File: src/hw/perd_pkg.sv
// Purpose: Shared constants, types and helpers for the endpoint reset request link.
// Assumes: One 50 MHz core clock on both ends.
// Notes: Code 63 releases all, 62..47 type A, 46..15 type B, 0..14 neutral.
package perd_pkg;

    localparam int CLK_MHZ = 50;
    localparam int CODE_HOLD_TIME_US = 10;
    localparam int CODE_HOLD_CYCLES = CODE_HOLD_TIME_US * CLK_MHZ;
    localparam int COLD_RESET_HOLD_TIME_US = 10;
    localparam int COLD_HOLD_CYCLES = COLD_RESET_HOLD_TIME_US * CLK_MHZ;
    localparam int HOLD_CNT_W = 10;

    localparam int CODE_W = 6;
    localparam int NUM_ENDPOINTS = 48;
    localparam int NUM_TYPEA = 16;
    localparam int NUM_TYPEB = 32;
    localparam int PORTS_PER_GROUP = 4;
    localparam int NUM_TYPEA_CX = NUM_TYPEA / PORTS_PER_GROUP;
    localparam int NUM_TYPEB_GRP = NUM_TYPEB / PORTS_PER_GROUP;
    localparam int INDEX_W = 6;

    localparam logic [CODE_W-1:0] CODE_NEUTRAL = 6'h00;
    localparam logic [CODE_W-1:0] CODE_NEUTRAL_MAX = 6'h0E;
    localparam logic [CODE_W-1:0] CODE_TYPEB_LAST = 6'h0F;
    localparam logic [CODE_W-1:0] CODE_TYPEB_FIRST = 6'h2E;
    localparam logic [CODE_W-1:0] CODE_TYPEA_LAST = 6'h2F;
    localparam logic [CODE_W-1:0] CODE_TYPEA_FIRST = 6'h3E;
    localparam logic [CODE_W-1:0] CODE_RELEASE_ALL = 6'h3F;
    localparam logic [INDEX_W-1:0] LAST_ENDPOINT = 6'h2F;

    localparam logic [1:0] PORT_0 = 2'h0;
    localparam logic [1:0] PORT_2 = 2'h2;

    // Lane split of one 16-lane complex (type A) or one 8-lane group (type B)
    typedef enum logic [1:0] {
        WIDTH_QUAD = 2'b00,
        WIDTH_SPLIT = 2'b01,
        WIDTH_SINGLE = 2'b10
    } perd_width_t;

    typedef enum logic [1:0] {
        CMD_RESET_ONE = 2'b00,
        CMD_RESET_ALL = 2'b01,
        CMD_RELEASE_ALL = 2'b10
    } perd_cmd_t;

    // Endpoint 0..15 are type A, 16..47 type B; both map to 62 - index
    function automatic logic [CODE_W-1:0] code_for_index(input logic [INDEX_W-1:0] idx);
        code_for_index = CODE_W'(CODE_TYPEA_FIRST - idx);
    endfunction : code_for_index

    // Whether a port line carries a link for the given split
    function automatic logic port_used(input perd_width_t width, input logic [1:0] port);
        unique case (width)
            WIDTH_SINGLE: port_used = (port == PORT_0);
            WIDTH_SPLIT: port_used = (port == PORT_0) || (port == PORT_2);
            default: port_used = 1'b1;
        endcase
    endfunction : port_used

endpackage : perd_pkg

File: src/hw/perd_link_if.sv
// Purpose: Board-level pins between the requesting processor and the reset decoder.
// Assumes: All signals are plain single-driver wires.
// Notes: The decoder end makes the cold reset and the timer clock and reset.
interface perd_link_if;
    import perd_pkg::*;

    logic [CODE_W-1:0] request_code;
    logic chip_cold_reset_n;
    logic timer_reference_clock;
    logic timer_counter_reset_n;

    modport requester (
        output request_code,
        input chip_cold_reset_n,
        input timer_reference_clock,
        input timer_counter_reset_n
    );

    modport decoder (
        input request_code,
        output chip_cold_reset_n,
        output timer_reference_clock,
        output timer_counter_reset_n
    );

endinterface : perd_link_if

File: src/hw/perd_decoder.sv
// Purpose: Board decoder end: captures stable request codes and drives endpoint resets.
// Assumes: Request code pins are asynchronous and pass a two-stage synchroniser.
// Notes: Also makes the cold reset, the 25 MHz timer clock and the timer reset.
module perd_decoder
    import perd_pkg::*;
(
    input logic core_clk_i,
    input logic reset_n_i,
    perd_link_if.decoder link,
    input logic power_good_i,
    input perd_width_t typea_width_i [NUM_TYPEA_CX],
    input perd_width_t typeb_width_i [NUM_TYPEB_GRP],
    output logic [NUM_TYPEA-1:0] typea_endpoint_reset_n_o,
    output logic [NUM_TYPEB-1:0] typeb_endpoint_reset_n_o,
    output logic [CODE_W-1:0] applied_code_o
);

    typedef struct packed {
        logic [CODE_W-1:0] code_s1;
        logic [CODE_W-1:0] code_s2;
        logic [CODE_W-1:0] last_code;
        logic [HOLD_CNT_W-1:0] stable_cnt;
        logic applied;
        logic [CODE_W-1:0] applied_code;
        logic pg_s1;
        logic pg_s2;
        logic [HOLD_CNT_W-1:0] cold_cnt;
        logic cold_rst_n;
        logic tclk;
        logic tmr_rst_n;
        logic [NUM_TYPEA-1:0] typea;
        logic [NUM_TYPEB-1:0] typeb;
    } perd_dec_regs_t;

    perd_dec_regs_t state_ff;
    perd_dec_regs_t nxt_state;

    // Lines whose port carries a link under the present split
    logic [NUM_TYPEA-1:0] typea_used;
    logic [NUM_TYPEB-1:0] typeb_used;

    // Kind of action a settled code asks for
    typedef enum logic [1:0] {
        KIND_NEUTRAL = 2'b00,
        KIND_TYPEA = 2'b01,
        KIND_TYPEB = 2'b10,
        KIND_RELEASE = 2'b11
    } perd_code_kind_t;

    // The bands are contiguous, so testing from the top picks the band
    function automatic perd_code_kind_t code_kind(input logic [CODE_W-1:0] code);
        if (code == CODE_RELEASE_ALL) begin
            code_kind = KIND_RELEASE;
        end else if (code >= CODE_TYPEA_LAST) begin
            code_kind = KIND_TYPEA;
        end else if (code >= CODE_TYPEB_LAST) begin
            code_kind = KIND_TYPEB;
        end else begin
            code_kind = KIND_NEUTRAL;
        end
    endfunction : code_kind

    // Line position in a band, counted down from the band's first code
    function automatic logic [CODE_W-1:0] band_pos(input logic [CODE_W-1:0] first,
        input logic [CODE_W-1:0] code);
        band_pos = CODE_W'(first - code);
    endfunction : band_pos

    // Split group that owns a line
    function automatic int group_of(input int pos);
        group_of = pos / PORTS_PER_GROUP;
    endfunction : group_of

    // Port of a line within its split group
    function automatic logic [1:0] port_of(input int pos);
        port_of = 2'(pos % PORTS_PER_GROUP);
    endfunction : port_of

    // Window counters step by one; callers stop them at the window's end
    function automatic logic [HOLD_CNT_W-1:0] count_up(input logic [HOLD_CNT_W-1:0] cnt);
        count_up = cnt + HOLD_CNT_W'(1);
    endfunction : count_up

    // Last count of a window lasting the given number of cycles
    function automatic logic window_end(input logic [HOLD_CNT_W-1:0] cnt, input int cycles);
        window_end = (cnt == HOLD_CNT_W'(cycles - 1));
    endfunction : window_end

    always_comb begin
        typea_used = '0;
        typeb_used = '0;
        for (int i = 0; i < NUM_TYPEA; i++) begin
            typea_used[i] = port_used(typea_width_i[group_of(i)], port_of(i));
        end
        for (int j = 0; j < NUM_TYPEB; j++) begin
            typeb_used[j] = port_used(typeb_width_i[group_of(j)], port_of(j));
        end
    end

    always_comb begin
        logic [CODE_W-1:0] idx;
        idx = '0;
        nxt_state = state_ff;

        // Request code pins are foreign to this clock
        nxt_state.code_s1 = link.request_code;
        nxt_state.code_s2 = state_ff.code_s1;
        nxt_state.pg_s1 = power_good_i;
        nxt_state.pg_s2 = state_ff.pg_s1;

        // Cold reset released only after power has stood for the full window
        if (!state_ff.pg_s2) begin
            nxt_state.cold_cnt = '0;
            nxt_state.cold_rst_n = 1'b0;
        end else if (!window_end(state_ff.cold_cnt, COLD_HOLD_CYCLES)) begin
            nxt_state.cold_cnt = count_up(state_ff.cold_cnt);
        end else begin
            nxt_state.cold_rst_n = 1'b1;
        end

        // Timer clock is the core clock halved
        nxt_state.tclk = ~state_ff.tclk;
        if (!state_ff.cold_rst_n) begin
            nxt_state.tmr_rst_n = 1'b0;
        end else if (!state_ff.tclk) begin
            nxt_state.tmr_rst_n = 1'b1;
        end

        // Stability window: any change restarts it
        if (state_ff.code_s2 != state_ff.last_code) begin
            nxt_state.last_code = state_ff.code_s2;
            // First synced sighting already counts as one cycle of the window
            nxt_state.stable_cnt = HOLD_CNT_W'(1);
            nxt_state.applied = 1'b0;
        end else if (!window_end(state_ff.stable_cnt, CODE_HOLD_CYCLES)) begin
            nxt_state.stable_cnt = count_up(state_ff.stable_cnt);
        end else if (!state_ff.applied) begin
            nxt_state.applied = 1'b1;
            nxt_state.applied_code = state_ff.last_code;
            // Each settled code acts once
            unique case (code_kind(state_ff.last_code))
                KIND_RELEASE: begin
                    nxt_state.typea = typea_used;
                    nxt_state.typeb = typeb_used;
                end
                KIND_TYPEA: begin
                    idx = band_pos(CODE_TYPEA_FIRST, state_ff.last_code);
                    nxt_state.typea[idx[3:0]] = 1'b0;
                end
                KIND_TYPEB: begin
                    idx = band_pos(CODE_TYPEB_FIRST, state_ff.last_code);
                    nxt_state.typeb[idx[4:0]] = 1'b0;
                end
                KIND_NEUTRAL: begin
                    nxt_state.applied_code = CODE_NEUTRAL;
                end
            endcase
        end

        // Unlinked ports never leave reset
        nxt_state.typea = nxt_state.typea & typea_used;
        nxt_state.typeb = nxt_state.typeb & typeb_used;

        // Cold reset overrides every code
        if (!state_ff.cold_rst_n) begin
            nxt_state.typea = '0;
            nxt_state.typeb = '0;
            nxt_state.stable_cnt = '0;
            nxt_state.applied = 1'b0;
            nxt_state.applied_code = CODE_NEUTRAL;
        end
    end

    // Power-up leaves every endpoint in reset
    always_ff @(posedge core_clk_i or negedge reset_n_i) begin
        if (!reset_n_i) begin
            state_ff <= '0;
        end else begin
            state_ff <= nxt_state;
        end
    end

    assign link.chip_cold_reset_n = state_ff.cold_rst_n;
    assign link.timer_reference_clock = state_ff.tclk;
    assign link.timer_counter_reset_n = state_ff.tmr_rst_n;
    assign typea_endpoint_reset_n_o = state_ff.typea;
    assign typeb_endpoint_reset_n_o = state_ff.typeb;
    assign applied_code_o = state_ff.applied_code;

endmodule : perd_decoder

File: src/flat_wrapper.sv
// flat-port wrapper written by rule: the top's interface ports become plain ports
module perd_decoder_flat import perd_pkg::*;
  (core_clk_i, reset_n_i, power_good_i, typea_width_i, typeb_width_i, typea_endpoint_reset_n_o, typeb_endpoint_reset_n_o, applied_code_o, link_request_code, link_chip_cold_reset_n, link_timer_reference_clock, link_timer_counter_reset_n);
  perd_link_if link_i ();
  input logic core_clk_i;
  input logic reset_n_i;
  input logic power_good_i;
  input perd_width_t typea_width_i[NUM_TYPEA_CX];
  input perd_width_t typeb_width_i[NUM_TYPEB_GRP];
  output logic [NUM_TYPEA-1:0] typea_endpoint_reset_n_o;
  output logic [NUM_TYPEB-1:0] typeb_endpoint_reset_n_o;
  output logic [CODE_W-1:0] applied_code_o;
  input wire logic [$bits(link_i.request_code)-1:0] link_request_code;
  output wire logic [$bits(link_i.chip_cold_reset_n)-1:0] link_chip_cold_reset_n;
  output wire logic [$bits(link_i.timer_reference_clock)-1:0] link_timer_reference_clock;
  output wire logic [$bits(link_i.timer_counter_reset_n)-1:0] link_timer_counter_reset_n;
  assign link_i.request_code = link_request_code;
  assign link_chip_cold_reset_n = link_i.chip_cold_reset_n;
  assign link_timer_reference_clock = link_i.timer_reference_clock;
  assign link_timer_counter_reset_n = link_i.timer_counter_reset_n;
  perd_decoder u_core (.core_clk_i(core_clk_i), .reset_n_i(reset_n_i), .link(link_i), .power_good_i(power_good_i), .typea_width_i(typea_width_i), .typeb_width_i(typeb_width_i), .typea_endpoint_reset_n_o(typea_endpoint_reset_n_o), .typeb_endpoint_reset_n_o(typeb_endpoint_reset_n_o), .applied_code_o(applied_code_o));
endmodule
File: config.mk
export PLATFORM = sky130hd
export DESIGN_NAME = perd_decoder_flat
export DESIGN_NICKNAME = d
export VERILOG_FILES = /design/src/hw/perd_pkg.sv /design/src/hw/perd_link_if.sv /design/src/hw/perd_decoder.sv /design/src/flat_wrapper.sv
export SDC_FILE = /design/constraint.sdc
export NUM_CORES = 1
export LEC_CHECK = 0
export BUFFER_PORTS_ARGS = -buffer_cell sky130_fd_sc_hd__buf_4
export CAP_MARGIN = 10
export CELL_PAD_IN_SITES_DETAIL_PLACEMENT = 1
export CELL_PAD_IN_SITES_GLOBAL_PLACEMENT = 2
export CORE_MARGIN = 2
export CORE_UTILIZATION = 37
export DETAILED_ROUTE_END_ITERATION = 10
export PLACE_DENSITY_LB_ADDON = 0.1
export SLEW_MARGIN = 30
export SYNTH_ARGS = -nofsm -noshare
export SYNTH_HDL_FRONTEND = slang
export SYNTH_SLANG_ARGS = --single-unit
File: constraint.sdc
create_clock -name core_clk_i -period 6.8 [get_ports core_clk_i]
set_input_delay 0.68 -clock core_clk_i [delete_from_list [all_inputs] [get_ports core_clk_i]]
set_output_delay 0.68 -clock core_clk_i [all_outputs]
set_load 0.05 [all_outputs]
==> results of run 1 <==
[per-layer routing]
layer / GRT usage / part of all wire / vias up
li1: - / - / 1936
met1: 0.263 / 0.44 / 2029
met2: 0.340 / 0.49 / 80
met3: 0.0330 / 0.037 / 25
met4: 0.0963 / 0.027 / 0
met5: 0 / 0 / -
[per-stage QoR]
| stage | util | hold WS (ns) | setup slack (ns) | area (um^2) |
|---|---|---|---|---|
| 2_1_floorplan | - | 0.331 | 4.39 | 5220 |
| 3_3_place_gp | 0.404 | 0.331 | 3.43 | 5580 |
| 3_5_place_dp | 0.404 | 0.337 | 3.30 | 5580 |
| 4_1_cts | 0.427 | 0.316 | 3.30 | 5900 |
| 5_1_grt | 0.427 | 0.340 | 2.90 | 5900 |
| 6_report | 0.427 | 0.300 | 3.29 | 5900 |
[cell usage after synthesis, drive strengths merged, types with 14 or more instances]
library cell	number
dfrtp	98
nand3	17
nor2	60
ha	14
clkbuf	31
o21ai	39
nand2	35
a21oi	44
nor4	18
nor3	20
inv	18
xnor2	14
buf	63
[state kept, by name (all words and copies together) (netlist names)]
name / cells
u_core.state_ff: 34
u_core.typeb_endpoint_reset_n_o: 32
u_core.typea_endpoint_reset_n_o: 16
u_core.nxt_state: 7
u_core.applied_code_o: 6
u_core.link.chip_cold_reset_n: 1
u_core.link.timer_counter_reset_n: 1
u_core.link.timer_reference_clock: 1
[worst reg2reg max path, stage by stage (launching register included)]
cell and delay [ns]:
dfrtp_1 0.41, ha_1 0.23, or4b_4 0.50, nor3_1 0.48, nand3_1 0.68, nor2_1 0.90
a211oi_1 0.16
[layout make-up]
type                       instances  area share
tap                              180      0.0381
clock inverter                     6      0.0127
timing repair buffer              94       0.120
multi-input combinational        360       0.362
inverter                          19      0.0123
clock buffer                      10      0.0405
sequential                        98       0.415
[where the power goes]
group / switching (mW) / internal [mW] / leakage, nW
logic: 0.0516 / 0.0329 / 1.16
registers: 0.0142 / 0.590 / 1.32
clock network: 0.237 / 0.300 / 0.151
total: 0.303 / 0.922 / 2.63
[cells by family after synthesis]
| group | after synthesis | synth area share |
|---|---|---|
| AND/OR/NAND/NOR | 199 | 0.192 |
| AO/OA/AOI/OAI | 117 | 0.129 |
| buffers and inverters | 113 | 0.122 |
| flip-flops | 98 | 0.470 |
| XOR/XNOR | 21 | 0.0353 |
| adder cells (fa/ha/maj) | 14 | 0.0336 |
| multiplexers | 9 | 0.0178 |
[how the worst min path moves through the flow]
| stage | start | end | slack [ns] |
|---|---|---|---|
| 4_1_cts | reset_n_i | u_core.typea_endpoint_reset_n_o[11] | 0.32 |
| 6_report | reset_n_i | u_core.typea_endpoint_reset_n_o[11] | 0.30 |
| 2_1_floorplan | u_core.nxt_state[61] | u_core.state_ff[61] | 0.33 |
| 5_1_grt | reset_n_i | u_core.typea_endpoint_reset_n_o[11] | 0.34 |
| 3_3_place_gp | u_core.nxt_state[91] | u_core.state_ff[91] | 0.33 |
| 3_5_place_dp | u_core.nxt_state[89] | u_core.state_ff[89] | 0.34 |
==> key figures, run 1 <==
Clocking
  – CTS H-tree lvls: 3
  – Postcts setup bufs: 0
  – Hold_buf cts: 0
  – Clk buf depth: 2
  – Clk pin slew, worst setup/hold paths: 0.07 ns
  – Clock buffer count from CTS: 9
  – Clock root cell: clkbuf_16
  – Worst-Skew Late Latency: about 0.36 ns
  – CTS tree: done
  – Post-CTS sizing: 0
  – CTS Sinks: 98

Layout
  – Synth-to-layout area growth: 13.2%
  – Final instance count without filler cells: between 700 and 800
  – Diodes inserted: 0
  – Commonest cells after routing, fill and taps aside: 98 x dfrtp_1, 94 x buf_4, 60 x nor2_1
  – Fillcell total: roughly 1600
  – Nets: 629
  – Register Area: 2450 um^2
  – Area occupied by multi-input gates: ~2100 um^2
  – Share of layout cells above drive strength 1: 0.203
  – Most common cell after layout, fill and taps aside: dfrtp_1

Floorplan
  – I/O pin count: 90
  – Die height: around 120 um
  – Row count: 43
  – Die area: about 15000 um^2
  – Initial core utilization: 0.377
  – Die width: ~120 um
  – Placeable Area: 13800 um^2

Synthesis
  – Top post-synthesis cells by area: dfrtp_1 47%, buf_4 7.9%, nor2_1 4.3%
  – Avg Inst Size Synth: between 9 and 10 um^2
  – Syn_nets: about 600
  – Post-synthesis sequential area ratio: 0.470
  – Synth area leader: dfrtp_1
  – YS warnings: 0
  – Synth Flop Type: dfrtp_1
  – Top cell type's share of synthesized area: 0.470
  – EDFF count, synth: 0
  – Ys async rst share: 1.00
  – Syn Std Cell Area: ~5200 um^2
  – Synth Instances: ~570
  – Post-synthesis register bit count: 98
  – Netlist cell types: 44

Placement
  – HPWL Detailed: around 10000 um
  – GP Congestion: 0.810
  – Placed cells: roughly 750
  – Port buffer count: 89

Worst setup path
  – CP Max Fanout: 16
  – Crit path capture type: flop
  – CP top delay family: simple AND/OR/NAND/NOR gates
  – CP required: about 7.0 ns
  – Cells on worst reg2reg path: 6
  – Crit Path Category: flop to flop
  – Crit path from: u_core.state_ff[70]
  – Crit-path slowest cell: nor2_1
  – CP Cell Sequence: ha_1 > or4b_4 > nor3_1 > nand3_1 > nor2_1 > a211oi_1
  – Worst setup SP type: flop
  – Stages on the worst setup path: 6
  – Setup slack, reg-to-reg: roughly 3.3 ns
  – Crit path buffers/inverters: 0
  – R2R Path End: u_core.typea_endpoint_reset_n_o[4]
  – Worst setup endpoint: u_core.typea_endpoint_reset_n_o[4]
  – Max incr delay on CP: roughly 0.90 ns
  – Worst EP arrival: 3.71 ns
  – FF-to-FF Start: u_core.state_ff[70]

Timing
  – Minimum clock period: approximately 3.5 ns
  – Worst-Margin Slew: slightly above 0.9 ns
  – Fin crit share: 0.517
  – Setup Viol. Count Final: 0
  – Maximum achievable frequency: 285 MHz
  – Post-Route Skew: just over 0.007 ns
  – Total negative slack: 0 ns
  – RSZ-0062 raised after global routing: no
  – Max-slew violation count: 0
  – Final Hold Fails: 0
  – Relative slew slack: 0.396

Route
  – Vias per cell: about 5.3
  – Detailed-route via count: just over 4000
  – Initial drt markers: just under 200
  – Wire length per cell: 18.9 um
  – Antenna-violating nets left: 0
  – DRT Pass-1 Iters: 5
  – Final wirelength: approximately 14000 um
  – DRC viols: 0

GRT
  – Global-route wire length before repair: ~23000 um
  – Vias in the first global route: roughly 4200
  – GR Util All Layers: 0.206
  – Pin count of the biggest net entering global routing: between 50 and 60
  – Initial antenna violation count: 0
  – GRT Residual Overflow: 0

Hold path
  – Hold Path Class: primary input to asynchronous set/reset pin

Power
  – Final Total Pwr: around 1.2 mW
  – P_leak: 2.63 nW
  – Max IR drop VDD: about 120 uV
  – P per Cell Area: 207 nW/um^2

Job
  – Max Cap Viol: 0

Run status
  – Status: finished clean
No activity file was read; power rests on OpenSTA's default activity.
==> run 2, diff against run 1 <==
--- a/config.mk
+++ b/config.mk
@@ -5,12 +5,13 @@
 export SDC_FILE = /design/constraint.sdc
 export NUM_CORES = 1
 export LEC_CHECK = 0
+export ABC_AREA = 1
 export BUFFER_PORTS_ARGS = -buffer_cell sky130_fd_sc_hd__buf_4
 export CAP_MARGIN = 10
 export CELL_PAD_IN_SITES_DETAIL_PLACEMENT = 1
 export CELL_PAD_IN_SITES_GLOBAL_PLACEMENT = 2
 export CORE_MARGIN = 2
-export CORE_UTILIZATION = 37
+export CORE_UTILIZATION = 30
 export DETAILED_ROUTE_END_ITERATION = 10
 export PLACE_DENSITY_LB_ADDON = 0.1
 export SLEW_MARGIN = 30
==> constraint.sdc (replaced) <==
create_clock -name core_clk_i -period 3.21 [get_ports core_clk_i]
set_input_delay 0.321 -clock core_clk_i [delete_from_list [all_inputs] [get_ports core_clk_i]]
set_output_delay 0.321 -clock core_clk_i [all_outputs]
set_load 0.05 [all_outputs]
==> key figures, run 2 <==
Synthesis
  – Avg Inst Size Synth: a little over 8 um^2
  – Top cells by count, synth: 171 x nand2_1, 98 x dfrtp_1, 68 x nand3_1
  – Synth area leader: dfrtp_1
  – Ys async rst share: 1.00
  – Syn Std Cell Area: 5330 um^2
  – Top cell type's share of synthesized area: 0.461
  – Post-synthesis sequential area ratio: 0.461
  – Synth Flop Type: dfrtp_1
  – Synth Instances: approximately 650
  – Netlist cell types: 35
  – EDFF count, synth: 0
  – YS warnings: 0
  – Most numerous cell in the Yosys netlist: nand2_1
  – Top post-synthesis cells by area: dfrtp_1 46%, nand2_1 12%, buf_4 8.2%
  – Post-synthesis register bit count: between 90 and 100
  – Syn_nets: ~700

Route
  – DRT Pass-1 Iters: 4
  – Wire length per cell: roughly 17 um
  – Final wirelength: between 15000 and 20000 um
  – DRC viols: 0
  – Detailed-route via count: 4258
  – Vias per cell: 4.72
  – Initial drt markers: between 200 and 250
  – Antenna-violating nets left: 0

Timing
  – Max-slew violation count: 0
  – Post-Route Skew: about 0.0044 ns
  – Worst-Margin Slew: around 0.8 ns
  – Setup Viol. Count Final: 0
  – Relative slew slack: 0.464
  – Minimum clock period: around 2.3 ns
  – RSZ-0062 raised after global routing: no
  – Maximum achievable frequency: between 400 and 500 MHz
  – Fin crit share: 0.724
  – Final Hold Fails: 0
  – Total negative slack: 0 ns

Worst setup path
  – Worst EP arrival: about 2.6 ns
  – Worst setup SP type: flop
  – Cells on worst reg2reg path: 8
  – CP Max Fanout: 28
  – CP Cell Sequence: buf_4 > nand2_1 > nand2_1 > nor2_1 > nand3_2 > nor2_8 > nand4_4 > a21oi_1
  – Crit path capture type: flop
  – Setup slack, reg-to-reg: between 0.8 and 0.9 ns
  – Max incr delay on CP: between 0.4 and 0.5 ns
  – Crit path from: u_core.state_ff[84]
  – CP required: between 3 and 4 ns
  – Worst setup endpoint: u_core.typeb_endpoint_reset_n_o[1]
  – Crit path buffers/inverters: 1
  – Crit Path Category: flop to flop
  – R2R Path End: u_core.typeb_endpoint_reset_n_o[1]
  – CP top delay family: simple AND/OR/NAND/NOR gates
  – Stages on the worst setup path: 8
  – Top cell by count, worst path: nand2_1
  – Crit-path slowest cell: nand4_4
  – FF-to-FF Start: u_core.state_ff[84]

GRT
  – GRT Residual Overflow: 0
  – Initial antenna violation count: 0
  – GR Util All Layers: 0.175
  – Pin count of the biggest net entering global routing: 60
  – Global-route wire length before repair: around 25000 um
  – Vias in the first global route: ~4600

Floorplan
  – Initial core utilization: 0.308
  – Placeable Area: 17300 um^2
  – Die area: approximately 19000 um^2
  – Die height: approximately 140 um
  – Die width: between 100 and 150 um
  – Row count: 48
  – I/O pin count: 90

Power
  – Combinational Power Share: 0.080
  – Flop pwr share: 0.478
  – P per Cell Area: approximately 440 nW/um^2
  – Int Power: 1.95 mW
  – Power share of the clock group: 0.442
  – Max IR drop VDD: roughly 250 uV
  – Switching Power: slightly above 0.7 mW
  – P_leak: ~2.9 nW
  – Sw Ratio: 0.268

Layout
  – Max reg flops: 34
  – Most common cell after layout, fill and taps aside: nand2_1
  – Share of layout cells above drive strength 1: 0.220
  – Biggest register: u_core.state_ff
  – Commonest cells after routing, fill and taps aside: 171 x nand2_1, 98 x dfrtp_1, 95 x buf_4
  – Nets: slightly above 700
  – Synth-to-layout area growth: 14.4%
  – Final instance count without filler cells: 903
  – Diodes inserted: 0

Clocking
  – Worst-Skew Late Latency: between 0.3 and 0.4 ns
  – Post-CTS sizing: 0
  – Clk pin slew, worst setup/hold paths: ~0.08 ns
  – Clock root cell: clkbuf_16
  – Hold_buf cts: 0
  – CTS tree: done
  – Postcts setup bufs: 0
  – CTS Sinks: a little under 100
  – Clk buf depth: 2
  – Clock buffer count from CTS: 9
  – CTS H-tree lvls: 3

Placement
  – GP Congestion: between 0.7 and 0.8
  – Port buffer count: between 80 and 90
  – HPWL Detailed: approximately 11000 um
  – Placed cells: between 800 and 900

Run status
  – Status: finished clean

Hold path
  – Hold Path Class: primary input to asynchronous set/reset pin

Job
  – Max Cap Viol: 0
[run 2: area by class of cell]
type                       count  area [um^2]
fill                        2089        11200
sequential                    98         2450
multi-input combinational    422         2150
timing repair buffer          95          713
tap                          225          282
clock buffer                   9          225
inverter                      47          176
clock inverter                 7         95.1
[run 2: routing by layer]
layer,part of all wire,track usage,vias to the layer above
li1,-,-,2106
met1,0.47,0.235,2072
met2,0.49,0.290,63
met3,0.028,0.0235,17
met4,0.013,0.0573,0
met5,0,0,-
[run 2: power groups by stage]
stage	Clock, mW	Combinational, mW	Sequential (mW)
6_report	1.18	0.213	1.27
5_1_grt	1.26	0.245	1.27
4_1_cts	1.22	0.218	1.27
3_5_place_dp	0	0.217	1.30
3_3_place_gp	0	0.214	1.30
2_1_floorplan	0	0.123	1.29
[run 2: kinds of logic after synthesis]
| group | Yosys count | synth area share |
|---|---|---|
| fa+ha+maj | 14 | 0.0329 |
| flops | 98 | 0.461 |
| xor+xnor | 7 | 0.0115 |
| buf+inv | 129 | 0.137 |
| compound gates | 79 | 0.0820 |
| simple gates | 322 | 0.276 |
[run 2: worst min path at each step]
stage,cells past startpoint,from,to
2_1_floorplan,0,reset_n_i,u_core.applied_code_o[0]
3_3_place_gp,0,u_core.nxt_state[91],u_core.state_ff[91]
3_5_place_dp,0,u_core.nxt_state[91],u_core.state_ff[91]
4_1_cts,1,link_request_code[3],u_core.nxt_state[89]
5_1_grt,1,power_good_i,u_core.nxt_state[61]
6_report,1,reset_n_i,u_core.typeb_endpoint_reset_n_o[3]
[run 2: through the flow]
stage	area (um^2)	hold slack [ns]	power, mW	setup WS [ns]	utilization
6_report	6090	0.0354	2.66	0.885	0.352
5_1_grt	6090	0.0489	2.78	0.606	0.352
4_1_cts	6090	0.0517	2.71	0.814	0.352
3_5_place_dp	5770	0.337	1.51	0.826	0.333
3_3_place_gp	5770	0.339	1.51	0.875	0.333
2_1_floorplan	5330	0.0254	1.41	1.47	-
==> run 3, diff against run 2 <==
--- a/config.mk
+++ b/config.mk
@@ -11,7 +11,7 @@
 export CELL_PAD_IN_SITES_DETAIL_PLACEMENT = 1
 export CELL_PAD_IN_SITES_GLOBAL_PLACEMENT = 2
 export CORE_MARGIN = 2
-export CORE_UTILIZATION = 30
+export CORE_UTILIZATION = 33
 export DETAILED_ROUTE_END_ITERATION = 10
 export PLACE_DENSITY_LB_ADDON = 0.1
 export SLEW_MARGIN = 30
==> constraint.sdc (replaced) <==
create_clock -name core_clk_i -period 2.2 [get_ports core_clk_i]
set_input_delay 0.22 -clock core_clk_i [delete_from_list [all_inputs] [get_ports core_clk_i]]
set_output_delay 0.22 -clock core_clk_i [all_outputs]
set_load 0.05 [all_outputs]
==> key figures, run 3 (same netlist as run 2, synthesis figures left out) <==
Placement
  – Port buffer count: between 80 and 90
  – GP Congestion: around 0.79
  – Worst slack at placement: just under 0.1 ns
  – Placed cells: about 890
  – Placement Cell Area: just under 6000 um^2
  – HPWL Detailed: 11000 um

Timing
  – Total negative slack: 0 ns
  – RSZ-0062 raised after global routing: no
  – Max-slew violation count: 0
  – Minimum clock period: about 2.0 ns
  – Worst hold slack: 0.224 ns
  – Final Hold Fails: 0
  – Relative slew slack: 0.625
  – Post-Route Skew: 0.00832 ns
  – Fin crit share: 0.923
  – Setup Viol. Count Final: 0
  – Setup WS post-layout: 0.169 ns
  – Worst-Margin Slew: 0.562 ns
  – Maximum achievable frequency: roughly 500 MHz

GRT
  – GR Util All Layers: 0.186
  – Global-route wire length before repair: between 20000 and 25000 um
  – Initial antenna violation count: 0
  – Vias in the first global route: between 4000 and 5000
  – Pin count of the biggest net entering global routing: between 50 and 60
  – GRT Residual Overflow: 0

Clocking
  – CTS H-tree lvls: 3
  – Clk buf depth: 2
  – Clock buffer count from CTS: 9
  – CTS Sinks: slightly below 100
  – Worst-Skew Late Latency: 0.36 ns
  – Clock root cell: clkbuf_16
  – Postcts setup bufs: 0
  – CTS tree: done
  – Clk pin slew, worst setup/hold paths: 0.07 ns

Worst setup path
  – Worst EP arrival: 2.26 ns
  – FF-to-FF Start: u_core.state_ff[80]
  – Crit path from: u_core.state_ff[80]
  – Crit path capture type: flop
  – Worst setup endpoint: u_core.typea_endpoint_reset_n_o[12]
  – CP Max Fanout: 17
  – Worst setup SP type: flop
  – CP required: ~2.4 ns
  – Setup slack, reg-to-reg: about 0.17 ns
  – Cells on worst reg2reg path: 8
  – Crit Path Category: flop to flop
  – R2R Path End: u_core.typea_endpoint_reset_n_o[12]

Route
  – DRT Pass-1 Iters: 4
  – Vias per cell: between 4 and 5
  – Final wirelength: between 15000 and 20000 um
  – Wire length per cell: 16.5 um
  – Detailed-route via count: roughly 4400
  – Initial drt markers: between 100 and 150
  – DRC viols: 0
  – Antenna-violating nets left: 0

Power
  – P_leak: between 2 and 3 nW
  – Max IR drop VDD: between 300 and 400 uV
  – Final Total Pwr: 3.86 mW
  – P per Cell Area: 614 nW/um^2

Floorplan
  – Die height: roughly 130 um
  – Die area: 17200 um^2
  – Placeable Area: roughly 16000 um^2
  – Initial core utilization: 0.336
  – Die width: approximately 130 um
  – I/O pin count: 90
  – Row count: 46

Layout
  – Biggest register: u_core.state_ff
  – Final Util: 0.397
  – Commonest cells after routing, fill and taps aside: 170 x nand2_1, 106 x buf_4, 98 x dfrtp_1
  – Synth-to-layout area growth: 18.0%
  – Final instance area: 6280 um^2
  – Diodes inserted: 0
  – Share of layout cells above drive strength 1: 0.231
  – Max reg flops: 34
  – Most common cell after layout, fill and taps aside: nand2_1
  – Final instance count without filler cells: approximately 900
  – Nets: between 700 and 800

Job
  – Max Cap Viol: 0

Run status
  – Status: finished clean

Hold path
  – Min-delay src: typeb_width_i[7]
  – Hold Path Class: primary input to flop
==> run 3: cell types whose count changed in the layout (fill, tap and decap cells not counted), sizes merged <==
cell,change
nor2,+1
clkbuf,+1
dlygate4sd3,+8
clkinv,-1
buf,+13
==> run 3: final cells by class <==
type	instances	area, um^2
fillers	1912	9550
well taps	216	270
inverters	47	176
clock buffers	10	229
multi-input cells	423	2170
repair buffers	116	916
flip-flops and latches	98	2450
clock inverters	6	72.6
==> run 3: how the worst min path moves through the flow <==
stage	to	slack, ns	cells after the start
6_report	u_core.typeb_endpoint_reset_n_o[18]	0.22	4
5_1_grt	u_core.typeb_endpoint_reset_n_o[14]	0.23	4
4_1_cts	u_core.typea_endpoint_reset_n_o[6]	0.21	4
3_5_place_dp	u_core.typeb_endpoint_reset_n_o[3]	0.25	1
3_3_place_gp	u_core.typeb_endpoint_reset_n_o[3]	0.25	1
2_1_floorplan	u_core.applied_code_o[0]	-0.08	0
==> run 3: timing repair <==
action,CTS,global route
endpoints found under the hold margin,44,0
hold buffers,8,0
endpoints found under the setup margin,0,33
gates resized for setup,0,4
==> run 3: routing by layer <==
| metal | GRT usage | vias to the layer above | part of all wire |
|---|---|---|---|
| met4 | 0.0663 | 0 | 0.017 |
| met5 | 0 | - | 0 |
| met1 | 0.240 | 2186 | 0.45 |
| met3 | 0.0257 | 13 | 0.027 |
| met2 | 0.318 | 62 | 0.50 |
| li1 | - | 2158 | - |
==> run 3: report_power, final <==
part	leakage [nW]	switching, mW	internal [mW]
registers	1.32	0.0295	1.83
logic	1.49	0.224	0.122
clock network	0.150	0.753	0.902
total	2.96	1.01	2.85
==> run 3: critical path, cell delays in order, from the launching register on <==
cell and delay, ns:
dfrtp_1 0.47, nand2_2 0.17, o21ai_2 0.27, nand2_1 0.15, inv_2 0.14, buf_4 0.24
nand2_1 0.22, nor2_1 0.16, o22ai_1 0.09
